===== config.mk =====
export PLATFORM = sky130hd
export DESIGN_NAME = charge_port_mode_control
export DESIGN_NICKNAME = d
export VERILOG_FILES = /design/src/include/charge_port_pkg.sv /design/src/verilog/charge_port_mode_control.sv /design/src/verilog/dcp_auto_detect.sv
export VERILOG_INCLUDE_DIRS = /design/src /design/src/include
export SDC_FILE = /design/constraint.sdc
export NUM_CORES = 1
export LEC_CHECK = 0
export BUFFER_PORTS_ARGS = -buffer_cell sky130_fd_sc_hd__buf_2
export CORE_UTILIZATION = 55
export DETAILED_ROUTE_END_ITERATION = 8
export PLACE_DENSITY = 0.86
export SKIP_LAST_GASP = 1
export SLEW_MARGIN = 30
export SYNTH_ARGS = -nofsm -noshare
export SYNTH_HDL_FRONTEND = slang
export SYNTH_HIERARCHICAL = 1
export SYNTH_SLANG_ARGS = --single-unit

===== constraint.sdc =====
create_clock -name core_clk -period 2.6 [get_ports core_clk]
set_input_delay 0.52 -clock core_clk [delete_from_list [all_inputs] [get_ports core_clk]]
set_output_delay 0.52 -clock core_clk [all_outputs]
set_load 0.005 [all_outputs]

===== src/include/charge_port_defines.svh =====
`ifndef CHARGE_PORT_DEFINES_SVH
`define CHARGE_PORT_DEFINES_SVH

// ----------------------------------------
// timing
// ----------------------------------------
`define CLK_PERIOD_NS 10
`define LONG_DISCHARGE_MS 2000
`define SHORT_DISCHARGE_MS 250
`define LONG_DISCHARGE_CYCLES ((`LONG_DISCHARGE_MS * 1000000) / `CLK_PERIOD_NS)
`define SHORT_DISCHARGE_CYCLES ((`SHORT_DISCHARGE_MS * 1000000) / `CLK_PERIOD_NS)
// dwell in one auto-detect scheme before trying the next
`define AUTO_DWELL_CYCLES 1000000

// ----------------------------------------
// field positions of mode select
// ----------------------------------------
`define SEL_BIT_A 2
`define SEL_BIT_B 1
`define SEL_BIT_C 0

`endif


===== src/include/charge_port_pkg.sv =====
package charge_port_pkg;

    // charging mode after decode
    typedef enum logic [2:0] {
        mode_discharge,
        mode_dcp_auto,
        mode_sdp1,
        mode_sdp2,
        mode_cdp,
        mode_dcp_shorted,
        mode_dcp_ratio
    } mode_t;

    // data-line scheme presented on the port
    typedef enum logic [2:0] {
        scheme_none,
        scheme_shorted,
        scheme_ratio_one,
        scheme_ratio_two,
        scheme_one_v_two
    } scheme_t;

    // switch enables driven by the block
    typedef struct packed {
        logic data_switch_en;
        logic power_switch_en;
        logic discharge_en;
        logic auto_detect_en;
    } switch_ctl_t;

    // synchronised control pins
    typedef struct packed {
        logic enable;
        logic current_threshold_select;
        logic [2:0] mode_select;
    } pins_t;

endpackage


===== src/verilog/charge_port_mode_control.sv =====
`timescale 1ns/1ps
`include "charge_port_defines.svh"

module charge_port_mode_control #(
    parameter int unsigned LONG_CYCLES = `LONG_DISCHARGE_CYCLES,
    parameter int unsigned SHORT_CYCLES = `SHORT_DISCHARGE_CYCLES,
    parameter int unsigned DWELL_CYCLES = `AUTO_DWELL_CYCLES
) (
    input wire logic core_clk,
    input wire logic arst_n,
    input wire logic mode_select_bit_a,
    input wire logic mode_select_bit_b,
    input wire logic mode_select_bit_c,
    input wire logic current_threshold_select,
    input wire logic enable,
    input wire logic current_limiting,
    input wire logic load_present,
    output logic data_switch_en,
    output logic power_switch_en,
    output logic discharge_en,
    output logic high_current_limit,
    output charge_port_pkg::mode_t active_mode,
    output charge_port_pkg::scheme_t dcp_scheme
);
    import charge_port_pkg::*;

    // ----------------------------------------
    // state
    // ----------------------------------------
    typedef struct packed {
        pins_t sync1;              // first synchroniser stage
        pins_t sync2;              // second synchroniser stage
        logic pins_valid;          // set one cycle after reset; sync2 holds a real sample one cycle later
        mode_t mode;               // registered mode
        logic [31:0] dis_count;    // remaining discharge cycles
        switch_ctl_t ctl;          // registered switch enables
        logic ilim_high;           // registered current range
    } ctl_state_t;

    ctl_state_t state;
    ctl_state_t next_state;
    mode_t decoded;
    scheme_t auto_scheme;
    logic needs_cycle;
    logic [31:0] dis_len;

    // ----------------------------------------
    // mode decode
    // ----------------------------------------
    function automatic mode_t decode(input logic [2:0] sel, input logic ilim);
        mode_t m;
        m = mode_discharge;
        // mode comes from the three pins, plus the range pin for 111
        case (sel)
            3'h0: m = mode_discharge;
            3'h1: m = mode_dcp_auto;
            3'h2: m = mode_sdp1;
            3'h3: m = mode_dcp_auto;
            3'h4: m = mode_dcp_shorted;
            3'h5: m = mode_dcp_ratio;
            3'h6: m = mode_sdp1;
            3'h7: m = ilim ? mode_cdp : mode_sdp2;
            default: m = mode_discharge;
        endcase
        return m;
    endfunction

    function automatic logic is_data(input mode_t m);
        return (m == mode_sdp1) || (m == mode_sdp2) || (m == mode_cdp);
    endfunction

    function automatic logic is_dcp(input mode_t m);
        return (m == mode_dcp_auto) || (m == mode_dcp_shorted) || (m == mode_dcp_ratio);
    endfunction

    // ----------------------------------------
    // transition analysis
    // ----------------------------------------
    always_comb begin
        decoded = decode(state.sync2.mode_select, state.sync2.current_threshold_select);
        // change out of SDP1/CDP, or from DCP into CDP/SDP, cycles the power path
        needs_cycle = (decoded != state.mode) &&
                      (is_data(decoded) || is_data(state.mode));
        // no discharge between CDP and SDP2
        if ((state.mode == mode_cdp && decoded == mode_sdp2) ||
            (state.mode == mode_sdp2 && decoded == mode_cdp)) begin
            needs_cycle = 1'b0;
        end
        // leaving SDP1/CDP takes the long time, DCP the short one
        if (state.mode == mode_sdp1 || state.mode == mode_cdp) begin
            dis_len = LONG_CYCLES;
        end else if (is_dcp(state.mode)) begin
            dis_len = SHORT_CYCLES;
        end else begin
            dis_len = 32'h0;
        end
        if (dis_len == 32'h0) begin
            needs_cycle = 1'b0;
        end
    end

    // ----------------------------------------
    // next state
    // ----------------------------------------
    always_comb begin
        next_state = state;
        next_state.sync1 = '{enable: enable,
                             current_threshold_select: current_threshold_select,
                             mode_select: {mode_select_bit_a, mode_select_bit_b,
                                           mode_select_bit_c}};
        next_state.sync2 = state.sync1;
        next_state.pins_valid = 1'b1;
        if (state.pins_valid) begin
            next_state.mode = decoded;
        end
        // discharge timer
        if (state.pins_valid && needs_cycle) begin
            next_state.dis_count = dis_len;
        end else if (state.dis_count != 32'h0) begin
            next_state.dis_count = state.dis_count - 32'h1;
        end
        // data switches follow only mode, enable and pins_valid
        next_state.ctl.data_switch_en = state.sync2.enable && is_data(decoded) &&
                                        state.pins_valid;
        // 000 with enable forces power off with discharge
        if (!state.pins_valid || !state.sync2.enable) begin
            next_state.ctl.power_switch_en = 1'b0;
            next_state.ctl.discharge_en = 1'b0;
        end else if (decoded == mode_discharge) begin
            next_state.ctl.power_switch_en = 1'b0;
            next_state.ctl.discharge_en = 1'b1;
        end else if (needs_cycle || next_state.dis_count != 32'h0) begin
            // power off while discharging, back on when done
            next_state.ctl.power_switch_en = 1'b0;
            next_state.ctl.discharge_en = 1'b1;
        end else begin
            next_state.ctl.power_switch_en = 1'b1;
            next_state.ctl.discharge_en = 1'b0;
        end
        // detection machine runs only in auto DCP
        next_state.ctl.auto_detect_en = state.pins_valid && state.sync2.enable &&
                                        decoded == mode_dcp_auto;
        // auto DCP and CDP modes use the high range, other modes follow the range pin
        next_state.ilim_high = state.sync2.current_threshold_select ||
                               decoded == mode_dcp_auto;
    end

    // ----------------------------------------
    // registers
    // ----------------------------------------
    always_ff @(posedge core_clk or negedge arst_n) begin
        if (!arst_n) begin
            // all switches off in reset
            state <= '{sync1: '0, sync2: '0, pins_valid: 1'b0, mode: mode_discharge,
                       dis_count: 32'h0, ctl: '0, ilim_high: 1'b0};
        end else begin
            state <= next_state;
        end
    end

    // ----------------------------------------
    // auto-detect machine
    // ----------------------------------------
    dcp_auto_detect #(
        .DWELL_CYCLES(DWELL_CYCLES)
    ) u_detect (
        .core_clk(core_clk),
        .arst_n(arst_n),
        .run(state.ctl.auto_detect_en),
        .load_present(load_present),
        .scheme(auto_scheme)
    );

    // ----------------------------------------
    // outputs
    // ----------------------------------------
    always_comb begin
        // forced DCP shows one fixed scheme while the power switch is on, none otherwise
        case (state.mode)
            mode_dcp_shorted: dcp_scheme = state.ctl.power_switch_en ? scheme_shorted : scheme_none;
            mode_dcp_ratio: dcp_scheme = state.ctl.power_switch_en ? scheme_ratio_one : scheme_none;
            mode_dcp_auto: dcp_scheme = auto_scheme;
            default: dcp_scheme = scheme_none;
        endcase
    end

    assign data_switch_en = state.ctl.data_switch_en;
    assign power_switch_en = state.ctl.power_switch_en;
    assign discharge_en = state.ctl.discharge_en;
    assign high_current_limit = state.ilim_high;
    assign active_mode = state.mode;

    // ----------------------------------------
    // checks
    // ----------------------------------------
    data_needs_enable_a: assert property (@(posedge core_clk) disable iff (!arst_n)
        data_switch_en |-> $past(state.sync2.enable))
        else $error("data switch closed while disabled");
    data_off_dcp_a: assert property (@(posedge core_clk) disable iff (!arst_n)
        is_dcp(active_mode) |-> !data_switch_en)
        else $error("data switch closed in DCP mode");
    cdp_data_on_a: assert property (@(posedge core_clk) disable iff (!arst_n)
        (active_mode == mode_cdp && $past(state.sync2.enable) && $past(state.pins_valid))
        |-> data_switch_en)
        else $error("data switch open in CDP");
    limit_no_effect_a: assert property (@(posedge core_clk) disable iff (!arst_n)
        $rose(current_limiting) && $stable(state.sync2) && data_switch_en
        |=> data_switch_en)
        else $error("current limit opened data switch");
    zero_mode_a: assert property (@(posedge core_clk) disable iff (!arst_n)
        active_mode == mode_discharge && $past(state.sync2.enable) && $past(state.pins_valid)
        |-> !power_switch_en && discharge_en && !data_switch_en)
        else $error("000 mode outputs wrong");
    forced_scheme_a: assert property (@(posedge core_clk) disable iff (!arst_n)
        active_mode == mode_dcp_ratio |-> dcp_scheme != scheme_shorted)
        else $error("forced ratio mode shows shorted scheme");
    auto_run_a: assert property (@(posedge core_clk) disable iff (!arst_n)
        state.ctl.auto_detect_en |-> active_mode == mode_dcp_auto)
        else $error("auto detect runs outside auto mode");
    cycle_power_a: assert property (@(posedge core_clk) disable iff (!arst_n)
        state.pins_valid && needs_cycle && state.sync2.enable
        |=> !power_switch_en && discharge_en)
        else $error("mode change without power cycle");
    // a powered port stays powered across a CDP/SDP2 swap, seen on the outputs
    no_cdp_sdp2_a: assert property (@(posedge core_clk) disable iff (!arst_n)
        ((active_mode == mode_sdp2 && $past(active_mode) == mode_cdp) ||
         (active_mode == mode_cdp && $past(active_mode) == mode_sdp2)) &&
        $past(power_switch_en) && $past(state.sync2.enable)
        |-> power_switch_en && !discharge_en)
        else $error("discharge between CDP and SDP2");
    reset_off_a: assert property (@(posedge core_clk)
        !arst_n |-> !data_switch_en && !power_switch_en)
        else $error("switch on during reset");

    cov_cdp_c: cover property (@(posedge core_clk) disable iff (!arst_n)
        active_mode == mode_cdp && data_switch_en);
    cov_discharge_c: cover property (@(posedge core_clk) disable iff (!arst_n)
        $rose(discharge_en));
    cov_auto_c: cover property (@(posedge core_clk) disable iff (!arst_n)
        dcp_scheme == scheme_ratio_two);
    cov_repower_c: cover property (@(posedge core_clk) disable iff (!arst_n)
        $fell(discharge_en) && power_switch_en);
endmodule


===== src/verilog/dcp_auto_detect.sv =====
`timescale 1ns/1ps
`include "charge_port_defines.svh"

// steps through all four DCP schemes while enabled; a scheme is held
// while the attached device loads the port, otherwise the next one is tried
module dcp_auto_detect #(
    parameter int unsigned DWELL_CYCLES = `AUTO_DWELL_CYCLES
) (
    input wire logic core_clk,
    input wire logic arst_n,
    input wire logic run,
    input wire logic load_present,
    output charge_port_pkg::scheme_t scheme
);
    import charge_port_pkg::*;

    // ----------------------------------------
    // state
    // ----------------------------------------
    typedef struct packed {
        scheme_t scheme;
        logic [31:0] dwell;
    } det_state_t;

    det_state_t state;
    det_state_t next_state;

    // ----------------------------------------
    // next state
    // ----------------------------------------
    always_comb begin
        next_state = state;
        if (!run) begin
            // idle: no scheme presented
            next_state.scheme = scheme_none;
            next_state.dwell = 32'h0;
        end else if (state.scheme == scheme_none) begin
            // start with the shorted scheme
            next_state.scheme = scheme_shorted;
            next_state.dwell = 32'h0;
        end else if (load_present) begin
            // device accepted this scheme: hold it
            next_state.dwell = 32'h0;
        end else if (state.dwell >= DWELL_CYCLES - 1) begin
            next_state.dwell = 32'h0;
            // rotate among the four schemes
            case (state.scheme)
                scheme_shorted: next_state.scheme = scheme_ratio_one;
                scheme_ratio_one: next_state.scheme = scheme_ratio_two;
                scheme_ratio_two: next_state.scheme = scheme_one_v_two;
                default: next_state.scheme = scheme_shorted;
            endcase
        end else begin
            next_state.dwell = state.dwell + 32'h1;
        end
    end

    // ----------------------------------------
    // registers
    // ----------------------------------------
    always_ff @(posedge core_clk or negedge arst_n) begin
        if (!arst_n) begin
            state <= '{scheme: scheme_none, dwell: 32'h0};
        end else begin
            state <= next_state;
        end
    end

    assign scheme = state.scheme;

    scheme_idle_a: assert property (@(posedge core_clk) disable iff (!arst_n)
        !run |=> scheme == scheme_none)
        else $error("auto detect scheme active while not running");
endmodule


======== Word level (Yosys, flattened, before mapping) ========
Cells that the tools add are included.
word-level totals
  bits in latches ......................... 0
  memories kept ........................... 0
  input port bits ......................... 9
  output and inout port bits .............. 10
  flip-flop bits (word level) ............. 86
  RAM bits ................................ 0
  word-level logic and storage cells ...... 94
  memory bits (read-only) ................. 0
operators by class
  multiplexer cells ....................... 21
  add/subtract/negate cells ............... 2
  multipliers ............................. 0
  eq/ne operators ......................... 23
  shift-type cells ........................ 0
  div/mod/pow operators ................... 0
  $lt $le $gt $ge ......................... 1
  reduce and logical (&&, ||, !) cells .... 31
  bitwise logic cells ..................... 0
operators by type and width
  kind                                                                  count
  two-way mux 32 bit                                                    4
  two-way mux 35 bit                                                    2
  nonzero test 32 bit                                                   2
  adder 32 x 1 -> 32 bit (second input constant)                        1
  greater-or-equal comparator 32 x 20 -> 1 bit (second input constant)  1
  logical NOT 32 bit                                                    1
  subtractor 32 x 1 -> 32 bit (second input constant)                   1
  two-way mux 28 bit                                                    1
  two-way mux 25 bit                                                    1
  == test 3 x 2 -> 1 bit (second input constant)                        8
  == test 3 bit (second input constant)                                 8
  case mux 3 bit (3 select lines)                                       2
  case mux 3 bit (6 select lines)                                       1
  == test 3 x 1 -> 1 bit (second input constant)                        4
  logical OR 1 bit                                                      12
  logical NOT 3 bit                                                     3
  two-way mux 3 bit                                                     3
  logical AND 1 bit                                                     8
  two-way mux 2 bit                                                     4
  OR reduction 2 bit                                                    2
  two-way mux 1 bit                                                     3
  != test 3 x 1 -> 1 bit (second input constant)                        1
  != test 3 x 2 -> 1 bit (second input constant)                        1
  != test 3 bit                                                         1
  other kinds (2)                                                       3

======== Logic depth before layout (Yosys ltp) ========
  depth after elaboration ................. 17
  gate-level depth with buffers ........... 11
  gate-level depth less buffers ........... 10

======== By module ========
Netlist, hierarchy kept.
modules (own cells, without submodules)
  module                    sequential area each (um2)  times used  area each (um2)  cells each
  charge_port_mode_control  1276.2                      1           2927.8           311
  dcp_auto_detect           875.8                       1           1600.3           140

======== Least setup slack after synthesis ========
Ideal clock, no wire load.
  kind .................................... reg2reg
  start ................................... reg state[5] (netlist name)
  end ..................................... reg state, in the netlist power_switch_en
  period minus slack after synthesis ...... 2777 ps
  setup time .............................. 68 ps
  buffers on the path ..................... 1
  data arrival time ....................... 2709 ps
  stages on the path, launching flop included .. 12
  path slack .............................. -177 ps
  data required time ...................... 2532 ps
  cell sequence ........................... dfrtp_1 inv_1 ha_1 nor4b_2 nand4_4 o21ai_2 or3_1 buf_2 o2111ai_1 or4_4 nor4_4 and4b_1
RTL lines
  what                  RTL line                         text
  to (signal assigned)  charge_port_mode_control.sv:154  state <= '{sync1: '0, sync2: '0, pins_valid: 1'b0, mode: mode_discharge,
  to (signal assigned)  charge_port_mode_control.sv:157  state <= next_state;
  to (decl)             charge_port_mode_control.sv:40   ctl_state_t state;

==> qor.yml <==
required_ns: 2.90
setup_slack_ns: -0.262
power_density_nw_per_um2: 713
detailedPlacementHpwl_um: 7900
gr-total-overflow: 0
grt_pass1_vias: 3902
placed_cell_area_um2: 5290
final_area_um2: 5620
status: "finished with violations"
netlist_top_cells_count: "dfrtp_1 (86), nor2_1 (52), nand2_1 (32)"
arrival_ns: 3.16
timing.fmax_mhz: 349
ys_seq_area_share_pct: 47.5
grtUsageTotal_pct: 27.4
syn_area_um2: 4530
root_buffer: "clkbuf_8"
synthMuxAreaShare_pct: 0.442
comb_power_share_pct: 33.4
place_inst: 638
synthAdderAreaFrac_pct: 0.829
endpoint: "power_switch_en"
vias_per_cell: 5.94
syn_inst: 451
setup.worst_path.class: "flop to flop"
antenna_found_initial: 0
drt-total-wl_um: 11300
r2r_end: "power_switch_en"
drt-initial-drc-count: 338
hold_viol_final: 0
power.leakage_uw: 0.00240
drive_gt1_share_pct: 31.3
crit_fanout: 4
drv_cap: 0
async_reset_ff_share_pct: 100
holdWs_ns: 0.132
die_area_um2: 8600
n_antenna_cell: 0
clk_pin_slew_ns: 0.09
synth.area.top_cells: "dfrtp_1 (48%), xnor2_1 (4.8%), nor2_1 (4.3%), xor2_1 (3.5%), nand2_1 (2.7%)"
cts.sinks: 86
synthXorXnorAreaFrac_pct: 8.32
rsz0062_at_grt: "yes"
relSlewSlack_pct: 62.8
num_rows: 32
area_delta_synth_final_pct: 24.1
pwr-share-seq_pct: 41.8
postRouteAntennaNets: 0
vias: 3930
core_area_um2: 7850
sw_frac_of_total_pct: 33.6
htreeDepth: 3
cts_tree: "built"
synth.most_common_cell: "dfrtp_1"
io_pins: 19
grt_max_degree: 47
setup-violations-final: 2
fill_cells: 523
fin_skew_ns: 0.0103
p_int_uw: 2660
synthFlopType: "dfrtp_1"
post-route-min-period_ns: 2.86
ff2ff_setup_slack_ns: -0.26
yosys.area_share.simple_pct: 28.0
synth_compound_area_share_pct: 10.3
synth_warnings: 6
die_height_um: 92.7
rr_startpoint: "state[6]"
place_ws_ns: -0.219
synth_top_area_cell: "dfrtp_1"
fin_nets: 567
gp_congestion: 0.989
hold_path_class: "input pin to async pin"
start_util_pct: 57.7
drv_slew: 0
clock_latency_ns: 0.36
worstSetupStartpoint: "state[6]"
tightest_slew_ns: 0.551
synth_cell_types: 71
clockBufferDepth: 2
power.switching_uw: 1350
worstSetupEndpointType: "flop"
die_w_um: 92.7
drc: 0
ir_drop_v: 0.000447
ys_seq_elements: 86
r2r_cells: 11
instances_no_fill: 662
synth_top_family_by_area: "simple AND/OR/NAND/NOR gates"
start_kind: "flop"
first_pass_iters: 5
cts_buffers: 9
syn_avg_cell_area_um2: 10.0
synth_top_area_share_pct: 47.5
grt_pass1_wl_um: 18000
synth_edf_count: 0
wl_per_cell_um: 17.1
clkPwrFrac_pct: 24.8
fin_crit_sh_pct: 110
failed_checks: "setup timing"
io_buffers: 17
-- what timing repair did --
| item | CTS | global route |
|---|---|---|
| setup endpoints to repair | 2 | 3 |
| hold buffers | 0 | 0 |
| endpoints found under the hold margin | 0 | 0 |
| resized for setup | 4 | 10 |
| buffers inserted | 5 | 3 |
| pin swaps | 5 | 3 |
-- worst min path at each step --
stage                               from  slack (ns)  cells past startpoint              to
after floorplan                   arst_n        0.22                      0  active_mode[0]
after global placement    next_state[42]        0.33                      0       state[42]
after detailed placement  next_state[42]        0.34                      0       state[42]
after CTS                         arst_n        0.14                      1    discharge_en
after global routing              arst_n        0.16                      1       state[24]
final                             arst_n        0.13                      1       state[24]
-- sequential cells by signal (all words and copies together) (netlist names) --
signal              flops
u_detect/state         32
u_detect/scheme         3
state                  39
data_switch_en          1
active_mode             3
power_switch_en         1
high_current_limit      1
next_state              5
discharge_en            1
-- metrics by stage --
step / total power, uW / utilization [%] / TNS, ns
detailed placement: 2880 / 67.4 / -0.429
global placement: 2820 / 67.4 / -0.292
finish: 4000 / 71.6 / -0.500
global route: 4190 / 71.6 / -0.808
CTS: 3910 / 70.8 / -0.341
floorplan: 2290 / - / 0
-- power by group through the flow --
stage	sequential (uW)	clock, uW	combinational [uW]
6_report	1670	994	1340
5_1_grt	1690	1060	1440
4_1_cts	1660	1010	1240
3_5_place_dp	1690	0	1190
3_3_place_gp	1670	0	1150
2_1_floorplan	1680	0	609
-- cells by family (layout without fill, tap and decap cells) --
logic type                 count (synthesis)  after routing
xor gates and xnor gates                  43             43
and+or+nand+nor                          215            215
adders and majority gates                  3              3
other                                      2             13
muxes                                      2              2
DFF                                       86             86
AOI/OAI and AO/OA                         66             66
buffers and inverters                     34            132
-- routing by layer --
metal  vias up  global-route usage, %  wire length, um  share of wire (%)
li1       1785                      -                -                  -
met1      1916                   34.2             4510                 40
met2       187                   46.1             5710                 50
met3        42                   5.34              748                6.6
met4         0                   12.8              369                3.3
met5         -                      0                0                  0
-- final cells by class --
class | instances | area [um^2] | share of cell area [%]
clock buffers | 10 | 138 | 2.45
repair buffers | 105 | 764 | 13.6
inverters | 11 | 41.3 | 0.735
multi-input cells | 342 | 2320 | 41.3
flip-flops and latches | 86 | 2150 | 38.3
well taps | 102 | 128 | 2.27
clock inverters | 6 | 73.8 | 1.31
-- cell usage in the layout (no fill, tap or decap), types with 3 or more instances in the layout --
master / count
a21oi_1: 16
a31oi_1: 5
and2_1: 4
and3_1: 6
buf_2: 16
buf_4: 87
clkbuf_8: 10
conb_1: 13
dfrtp_1: 85
inv_1: 9
inv_6: 4
nand2_1: 32
nand2b_1: 8
nand3_1: 10
nand3b_1: 3
nand4_1: 8
nor2_1: 52
nor2_2: 18
nor2b_1: 3
nor3_1: 10
nor4_1: 13
nor4_4: 4
nor4b_1: 3
o211ai_1: 4
o21ai_0: 8
o21ai_1: 3
o31ai_1: 6
or3_1: 6
or4_4: 3
xnor2_1: 25
xor2_1: 18
-- critical path, stage by stage, from the launching register on --
cell	delay (ns)
dfrtp_1	0.43
inv_2	0.10
ha_4	0.12
nor4b_4	0.30
buf_4	0.18
nand3b_1	0.08
nor4_2	0.32
nor4b_1	0.14
nand3b_1	0.19
or4_4	0.55
nor4_4	0.16
and4b_1	0.22
(Power assumes the default switching activity.)
